===== config.mk =====
export PLATFORM = sky130hd
export DESIGN_NAME = dual_pwm_with_period_timers
export DESIGN_NICKNAME = d
export VERILOG_FILES = /design/src/pwm_pkg.sv /design/src/dual_pwm_with_period_timers.sv
export VERILOG_INCLUDE_DIRS = /design/src
export SDC_FILE = /design/constraint.sdc
export NUM_CORES = 1
export LEC_CHECK = 0
export ABC_AREA = 1
export BUFFER_PORTS_ARGS = -buffer_cell sky130_fd_sc_hd__buf_2
export CAP_MARGIN = 20
export CORE_MARGIN = 3
export CORE_UTILIZATION = 60
export DETAILED_ROUTE_END_ITERATION = 10
export GPL_TIMING_DRIVEN = 0
export PLACE_DENSITY_LB_ADDON = 0.1
export RECOVER_POWER = 25
export SETUP_SLACK_MARGIN = 0.5
export SYNTH_ARGS = -nofsm -noshare
export SYNTH_HDL_FRONTEND = slang
export SYNTH_SLANG_ARGS = --single-unit

===== constraint.sdc =====
create_clock -name aclk -period 2.8 [get_ports aclk]
set_input_delay 0.84 -clock aclk [delete_from_list [all_inputs] [get_ports aclk]]
set_output_delay 0.84 -clock aclk [all_outputs]
set_load 0.02 [all_outputs]

===== src/pwm_consts.svh =====
// Purpose: offsets, reset values, prescaler counts and responses for the
//          dual modulator block
// Assumes: 32-bit AXI4-Lite data, one aligned word per register
// Notes:   definitions only
`ifndef PWM_CONSTS_SVH
`define PWM_CONSTS_SVH

// register byte offsets
`define OFS_CONTROL 8'h00
`define OFS_PERIOD_A 8'h04
`define OFS_DUTY_A 8'h08
`define OFS_PERIOD_B 8'h0c
`define OFS_DUTY_B 8'h10
`define OFS_STATUS 8'h14

// reset values
`define RST_CONTROL 8'h00
`define RST_LIMIT 10'h3ff
`define RST_DUTY 10'h000

// prescaler terminal counts: 4 system clocks times the ratio, minus one
`define PRE_TC_DIV2 8'h07
`define PRE_TC_DIV8 8'h1f
`define PRE_TC_DIV32 8'h7f
`define PRE_TC_DIV64 8'hff

// axi responses
`define RESP_OKAY 2'b00
`define RESP_SLVERR 2'b10

`endif


===== src/pwm_pkg.sv =====
// Purpose: types shared by the dual modulator block
// Assumes: nothing beyond the header of constants
// Notes:   control field order matches the register bit order
package pwm_pkg;

  typedef struct packed {
    logic out_b_enable;
    logic out_a_enable;
    logic timer_b_run;
    logic timer_a_run;
    logic timer_b_div_hi;
    logic timer_b_div_lo;
    logic timer_a_div_hi;
    logic timer_a_div_lo;
  } ctrl_t;

  typedef enum logic [1:0] {
    DIV2 = 2'b00,
    DIV8 = 2'b01,
    DIV32 = 2'b10,
    DIV64 = 2'b11
  } div_sel_t;

endpackage


===== src/dual_pwm_with_period_timers.sv =====
// Purpose: two modulator channels with period timers behind AXI4-Lite
// Assumes: one clock, synchronous active-low reset
// Notes:   period match flags are sticky, cleared by writing ones
`include "pwm_consts.svh"

module dual_pwm_with_period_timers #(
  parameter int CNT_W = 10
) (
  // clock and reset
  input wire logic aclk,
  input wire logic aresetn,
  // axi write address
  input wire logic [7:0] s_axi_awaddr,
  input wire logic s_axi_awvalid,
  output logic s_axi_awready,
  // axi write data
  input wire logic [31:0] s_axi_wdata,
  input wire logic [3:0] s_axi_wstrb,
  input wire logic s_axi_wvalid,
  output logic s_axi_wready,
  // axi write response
  output logic [1:0] s_axi_bresp,
  output logic s_axi_bvalid,
  input wire logic s_axi_bready,
  // axi read address
  input wire logic [7:0] s_axi_araddr,
  input wire logic s_axi_arvalid,
  output logic s_axi_arready,
  // axi read data
  output logic [31:0] s_axi_rdata,
  output logic [1:0] s_axi_rresp,
  output logic s_axi_rvalid,
  input wire logic s_axi_rready,
  // modulator pins
  output logic mod_out_a,
  output logic mod_out_b
);

  pwm_pkg::ctrl_t pwm_timer_control, next_pwm_timer_control;
  logic [CNT_W-1:0] period_limit [2];
  logic [CNT_W-1:0] next_period_limit [2];
  logic [CNT_W-1:0] duty_write_value [2];
  logic [CNT_W-1:0] next_duty_write_value [2];
  logic [1:0] flag_clear;
  logic [1:0] period_match_flag;
  logic [1:0] pin;
  logic [1:0] level;
  logic wr_go, rd_go;
  logic bvalid, next_bvalid;
  logic [1:0] bresp, next_bresp;
  logic rvalid, next_rvalid;
  logic [31:0] rdata, next_rdata;
  logic [1:0] rresp, next_rresp;

  // merges byte lanes 0 and 1 into a ten-bit field
  function automatic logic [CNT_W-1:0] lane_merge(
    input logic [CNT_W-1:0] old,
    input logic [31:0] data,
    input logic [3:0] strb
  );
    logic [15:0] wide;
    wide = {{(16-CNT_W){1'b0}}, old};
    if (strb[0]) wide[7:0] = data[7:0];
    if (strb[1]) wide[15:8] = data[15:8];
    return wide[CNT_W-1:0];
  endfunction

  // both write channels taken together, only while no response waits
  assign wr_go = s_axi_awvalid && s_axi_wvalid && !bvalid;
  assign s_axi_awready = wr_go;
  assign s_axi_wready = wr_go;
  assign rd_go = s_axi_arvalid && !rvalid;
  assign s_axi_arready = !rvalid;
  assign s_axi_bvalid = bvalid;
  assign s_axi_bresp = bresp;
  assign s_axi_rvalid = rvalid;
  assign s_axi_rdata = rdata;
  assign s_axi_rresp = rresp;
  assign mod_out_a = pin[0];
  assign mod_out_b = pin[1];

  always_comb begin
    next_pwm_timer_control = pwm_timer_control;
    next_period_limit = period_limit;
    next_duty_write_value = duty_write_value;
    flag_clear = 2'b00;
    next_bvalid = bvalid && !s_axi_bready;
    next_bresp = bresp;
    if (wr_go) begin
      next_bvalid = 1'b1;
      next_bresp = `RESP_OKAY;
      case (s_axi_awaddr)
        `OFS_CONTROL: begin
          if (s_axi_wstrb[0]) begin
            next_pwm_timer_control = s_axi_wdata[7:0];
          end
        end
        `OFS_PERIOD_A: begin
          next_period_limit[0] = lane_merge(period_limit[0], s_axi_wdata,
            s_axi_wstrb);
        end
        `OFS_PERIOD_B: begin
          next_period_limit[1] = lane_merge(period_limit[1], s_axi_wdata,
            s_axi_wstrb);
        end
        `OFS_DUTY_A: begin
          // free to write mid period; only the shadow drives the pin
          next_duty_write_value[0] = lane_merge(duty_write_value[0],
            s_axi_wdata, s_axi_wstrb);
        end
        `OFS_DUTY_B: begin
          next_duty_write_value[1] = lane_merge(duty_write_value[1],
            s_axi_wdata, s_axi_wstrb);
        end
        `OFS_STATUS: begin
          if (s_axi_wstrb[0]) begin
            flag_clear = s_axi_wdata[1:0];
          end
        end
        default: begin
          next_bresp = `RESP_SLVERR;
        end
      endcase
    end
  end

  always_comb begin
    next_rvalid = rvalid && !s_axi_rready;
    next_rdata = rdata;
    next_rresp = rresp;
    if (rd_go) begin
      next_rvalid = 1'b1;
      next_rresp = `RESP_OKAY;
      next_rdata = 32'h0000_0000;
      case (s_axi_araddr)
        `OFS_CONTROL: next_rdata[7:0] = pwm_timer_control;
        `OFS_PERIOD_A: next_rdata[CNT_W-1:0] = period_limit[0];
        `OFS_PERIOD_B: next_rdata[CNT_W-1:0] = period_limit[1];
        `OFS_DUTY_A: next_rdata[CNT_W-1:0] = duty_write_value[0];
        `OFS_DUTY_B: next_rdata[CNT_W-1:0] = duty_write_value[1];
        `OFS_STATUS: next_rdata[3:0] = {level, period_match_flag};
        default: next_rresp = `RESP_SLVERR;
      endcase
    end
  end

  always_ff @(posedge aclk) begin
    if (!aresetn) begin
      pwm_timer_control <= `RST_CONTROL;
      period_limit <= '{`RST_LIMIT, `RST_LIMIT};
      duty_write_value <= '{`RST_DUTY, `RST_DUTY};
      bvalid <= 1'b0;
      bresp <= `RESP_OKAY;
      rvalid <= 1'b0;
      rdata <= 32'h0000_0000;
      rresp <= `RESP_OKAY;
    end else begin
      pwm_timer_control <= next_pwm_timer_control;
      period_limit <= next_period_limit;
      duty_write_value <= next_duty_write_value;
      bvalid <= next_bvalid;
      bresp <= next_bresp;
      rvalid <= next_rvalid;
      rdata <= next_rdata;
      rresp <= next_rresp;
    end
  end

  // one identical channel per pin
  for (genvar g = 0; g < 2; g++) begin : g_chan
    logic run, oen, tick, match;
    pwm_pkg::div_sel_t sel;
    logic [7:0] tc;
    logic [7:0] pre, next_pre;
    logic [CNT_W-1:0] period_counter, next_period_counter;
    logic [CNT_W-1:0] duty_shadow_latch, next_duty_shadow_latch;
    logic next_level, next_flag, next_pin;

    always_comb begin
      if (g == 0) begin
        run = pwm_timer_control.timer_a_run;
        oen = pwm_timer_control.out_a_enable;
        sel = pwm_pkg::div_sel_t'({pwm_timer_control.timer_a_div_hi,
          pwm_timer_control.timer_a_div_lo});
      end else begin
        run = pwm_timer_control.timer_b_run;
        oen = pwm_timer_control.out_b_enable;
        sel = pwm_pkg::div_sel_t'({pwm_timer_control.timer_b_div_hi,
          pwm_timer_control.timer_b_div_lo});
      end
      case (sel)
        pwm_pkg::DIV2: tc = `PRE_TC_DIV2;
        pwm_pkg::DIV8: tc = `PRE_TC_DIV8;
        pwm_pkg::DIV32: tc = `PRE_TC_DIV32;
        pwm_pkg::DIV64: tc = `PRE_TC_DIV64;
        default: tc = `PRE_TC_DIV2;
      endcase
      // >= guards a ratio lowered while the prescaler is above it
      tick = run && (pre >= tc);
      next_pre = (run && !tick) ? pre + 8'h01 : 8'h00;
      next_period_counter = period_counter;
      next_duty_shadow_latch = duty_shadow_latch;
      next_level = level[g];
      match = 1'b0;
      if (!run) begin
        next_level = 1'b0;
      end else if (tick) begin
        if (period_counter == period_limit[g]) begin
          next_period_counter = '0;
          next_duty_shadow_latch = duty_write_value[g];
          next_level = (duty_write_value[g] != '0);
          match = 1'b1;
        end else begin
          next_period_counter = period_counter + 1'b1;
          if (period_counter + 1'b1 == duty_shadow_latch) begin
            next_level = 1'b0;
          end
        end
      end
      // set wins over a clear in the same cycle
      next_flag = match || (period_match_flag[g] && !flag_clear[g]);
      next_pin = next_level && oen;
    end

    always_ff @(posedge aclk) begin
      if (!aresetn) begin
        pre <= 8'h00;
        period_counter <= '0;
        duty_shadow_latch <= `RST_DUTY;
        level[g] <= 1'b0;
        period_match_flag[g] <= 1'b0;
        pin[g] <= 1'b0;
      end else begin
        pre <= next_pre;
        period_counter <= next_period_counter;
        duty_shadow_latch <= next_duty_shadow_latch;
        level[g] <= next_level;
        period_match_flag[g] <= next_flag;
        pin[g] <= next_pin;
      end
    end
  end

endmodule


==> metrics <==
total track usage 32.1%; dpl ws 0.272 ns; Fin. Hold Viols 0; post-route clock skew 0.00964 ns; Synth Cell Area 6450 sq um; Final WS setup 0.528 ns; Num Clock Sinks 124; Area after DPL 6970 sq um; VDD IR max 0.587 mV; Max-Cap Viols 0; Max Fclk 440 MHz; Setup CP Type flip-flop to flip-flop; Routed wire per std cell 16.1 um; CTS root buffer clkbuf_8; Synth Flop Type dfxtp_1; # fillers 894; CTS tree built; share of cells above drive strength 1 13.8%; vias per cell 5.51; vias in the first global route 5,828; register bit total from synthesis 124; Post-CTS Setup Inserts 0; Clock Latency Late Sink 0.53 ns; Worst Tran Pin Value 0.614 ns; global placement routability congestion 1.01; ANT cells 0; largest net degree at the start of global routing 17; Static Leak 0.00332 uW; Synth Instances 904; nets 1,071; CTS H-tree depth 4; Max-slew headroom 59.1%; Num CTS Buffers 17; Final Setup Violations 0; Tmin final 2.27 ns; first-pass GRT wire length 29,200 um; Seq/Total Area, Yosys 38.5%; RSZ-0062 raised after global routing true; CP endpoint kind flip-flop; synth unique cells 50; Power Total 4010 uW; via count 6,322; P&R area growth vs syn 15.8%; Synth Area per Inst 7.13 sq um; worst hold path type flip-flop to flip-flop; max-slew violations 0; TNS Setup 0 ns; die height 110 um; Worst Path Required 3.27 ns; Initial Util 62.2%; Post-DP HPWL 13,800 um; Port-buffer cells 52; asr flop ratio synth 0%; total die area 12,000 sq um; EDFF count, synth 0; CTS Hold Bufs 0; Finished Cell Area 7470 sq um; critical path startpoint category flip-flop; gr ovfl total 0; period utilisation layout 81.1%; num rows 37; remaining antenna violation count after routing 0; DR iter-0 viols 634; Ports 102; total power divided by cell area 536 nW/um^2; initial antenna violation count 0; Clk pin slew, worst setup/hold paths 0.06 ns; Arrival @ worst endpoint 2.74 ns; DIE WIDTH 110 um; Core ar. 10,400 sq um; Routed Wire Length 18,500 um; status complete, no violations; router iterations before antenna repair 5; Max FO, Critical Path 10; yosys warns 0; Remaining DRCs 0; clk buf depth 2
[cell usage after synthesis, types with 7 or more instances]
library cell,count,area share (%)
buf_4,28,3.3
a211oi_1,14,1.6
nand4_1,15,1.5
nor2_2,7,0.68
nand2_1,164,9.5
clkbuf_1,12,0.70
o21ai_1,7,0.54
nand3_1,36,2.8
dfxtp_1,124,38
nor2_1,107,6.2
xnor2_1,10,1.4
xor2_1,11,1.5
o211ai_1,16,1.9
nor3_1,13,1.0
a21oi_1,73,5.7
ha_1,14,2.7
o21ai_0,64,5.0
inv_1,115,6.7
[flip-flops by register name, indices dropped and copies added (netlist names)]
name / flops
s_axi_bresp: 1
g_chan.pre: 16
g_chan.run: 2
mod_out_b: 1
duty_write_value: 20
g_chan.oen: 2
level: 2
s_axi_rvalid: 1
g_chan.period_counter: 20
s_axi_bvalid: 1
g_chan.sel: 4
s_axi_rdata: 10
period_match_flag: 2
g_chan.duty_shadow_latch: 20
s_axi_rresp: 1
period_limit: 20
mod_out_a: 1
[repair_timing]
action / 4_1_cts / 5_1_grt
endpoints found under the hold margin: 0 / 0
endpoints found under the setup margin: 0 / 5
resized for setup: 0 / 2
[worst max-delay path: stages, from the launching register on]
cell and delay, ns:
dfxtp_1 0.35, inv_1 0.13, ha_1 0.34, a21oi_1 0.07
o21a_1 0.19, nand2_4 0.10, clkinvlp_2 0.22, nor2_8 0.22
inv_4 0.07, nor2_4 0.16, buf_6 0.18, o21ai_1 0.07
nor2_1 0.10
[cells in the final DEF, fill, tap and decap left out, types with 3 or more instances in the layout]
master	netlist	layout
clkbuf_16	0	16
xor2_1	11	11
nor2_2	7	6
nor4_1	5	5
nand2_2	3	4
nand2_1	164	163
inv_1	115	115
nor3_1	13	15
a21oi_1	73	73
a211oi_1	14	14
a221oi_1	5	5
buf_2	5	57
nand3b_1	4	4
nand4_1	15	15
clkbuf_8	0	3
nor3b_1	3	3
dfxtp_1	124	124
o21a_1	3	3
nand3_1	36	36
buf_4	28	26
o22ai_1	5	5
o211ai_1	16	16
o21ai_0	64	64
inv_2	3	3
o221ai_1	4	4
xnor2_1	10	10
nor2_1	107	108
clkinv_2	0	4
conb_1	1	24
clkbuf_1	12	20
o21ai_1	7	7
ha_1	14	14
[per-stage QoR]
| stage | std cells | hold WS, ns | utilization, % |
|---|---|---|---|
| final | 1147 | 0.452 | 72.0 |
| after detailed placement | 1115 | 0.448 | 67.2 |
| after global routing | 1147 | 0.471 | 72.0 |
| after floorplan | 927 | 0.418 | - |
| after CTS | 1147 | 0.456 | 72.3 |
| after global placement | 1115 | 0.430 | 67.2 |
[layer usage]
metal  routed length, um  GRT usage, %  vias up  share of wire (%)
met5                   0             0        -                  0
met4                 760          14.3        0                4.1
met3                1630          7.75       63                8.8
met2                8540          51.9      283                 46
met1                7530          40.7     2853                 41
li1                    -             -     3123                  -
[cells by family after synthesis]
group                    after synthesis  synth area share [%]
adder cells (fa/ha/maj)               14                  2.72
AND/OR/NAND/NOR                      372                  25.7
AO/OA/AOI/OAI                        202                  18.1
XOR/XNOR                              21                  2.85
buffers and inverters                170                  12.1
flip-flops                           124                  38.5
other                                  1                0.0581
[path summary, 6_finish.rpt]
path / endpoint / cells after the start / start / slack [ns]
max reg2reg: g_chan[0].duty_shadow_latch[1] / 12 / g_chan[0].sel[1] / 0.53
min: g_chan[0].pre[0] / 1 / g_chan[0].pre[0] / 0.45
min reg2reg: g_chan[0].pre[0] / 1 / g_chan[0].pre[0] / 0.45
max: g_chan[0].duty_shadow_latch[1] / 12 / g_chan[0].sel[1] / 0.53
[where the power goes]
group          internal [uW]  switching, uW
sequential              1780           8.51
clock                   1220            774
combinational           74.4            154
[final cells by class]
cell class | count | area, sq um | area share (%)
buffer | 48 | 310 | 4.15
inverter | 122 | 462 | 6.18
tap | 136 | 170 | 2.28
clock buffer | 25 | 464 | 6.21
clock inverter | 7 | 65.1 | 0.871
sequential | 124 | 2480 | 33.2
multi-input combinational | 633 | 3260 | 43.6
timing repair buffer | 52 | 260 | 3.48
No activity file was read; power rests on OpenSTA's default activity.
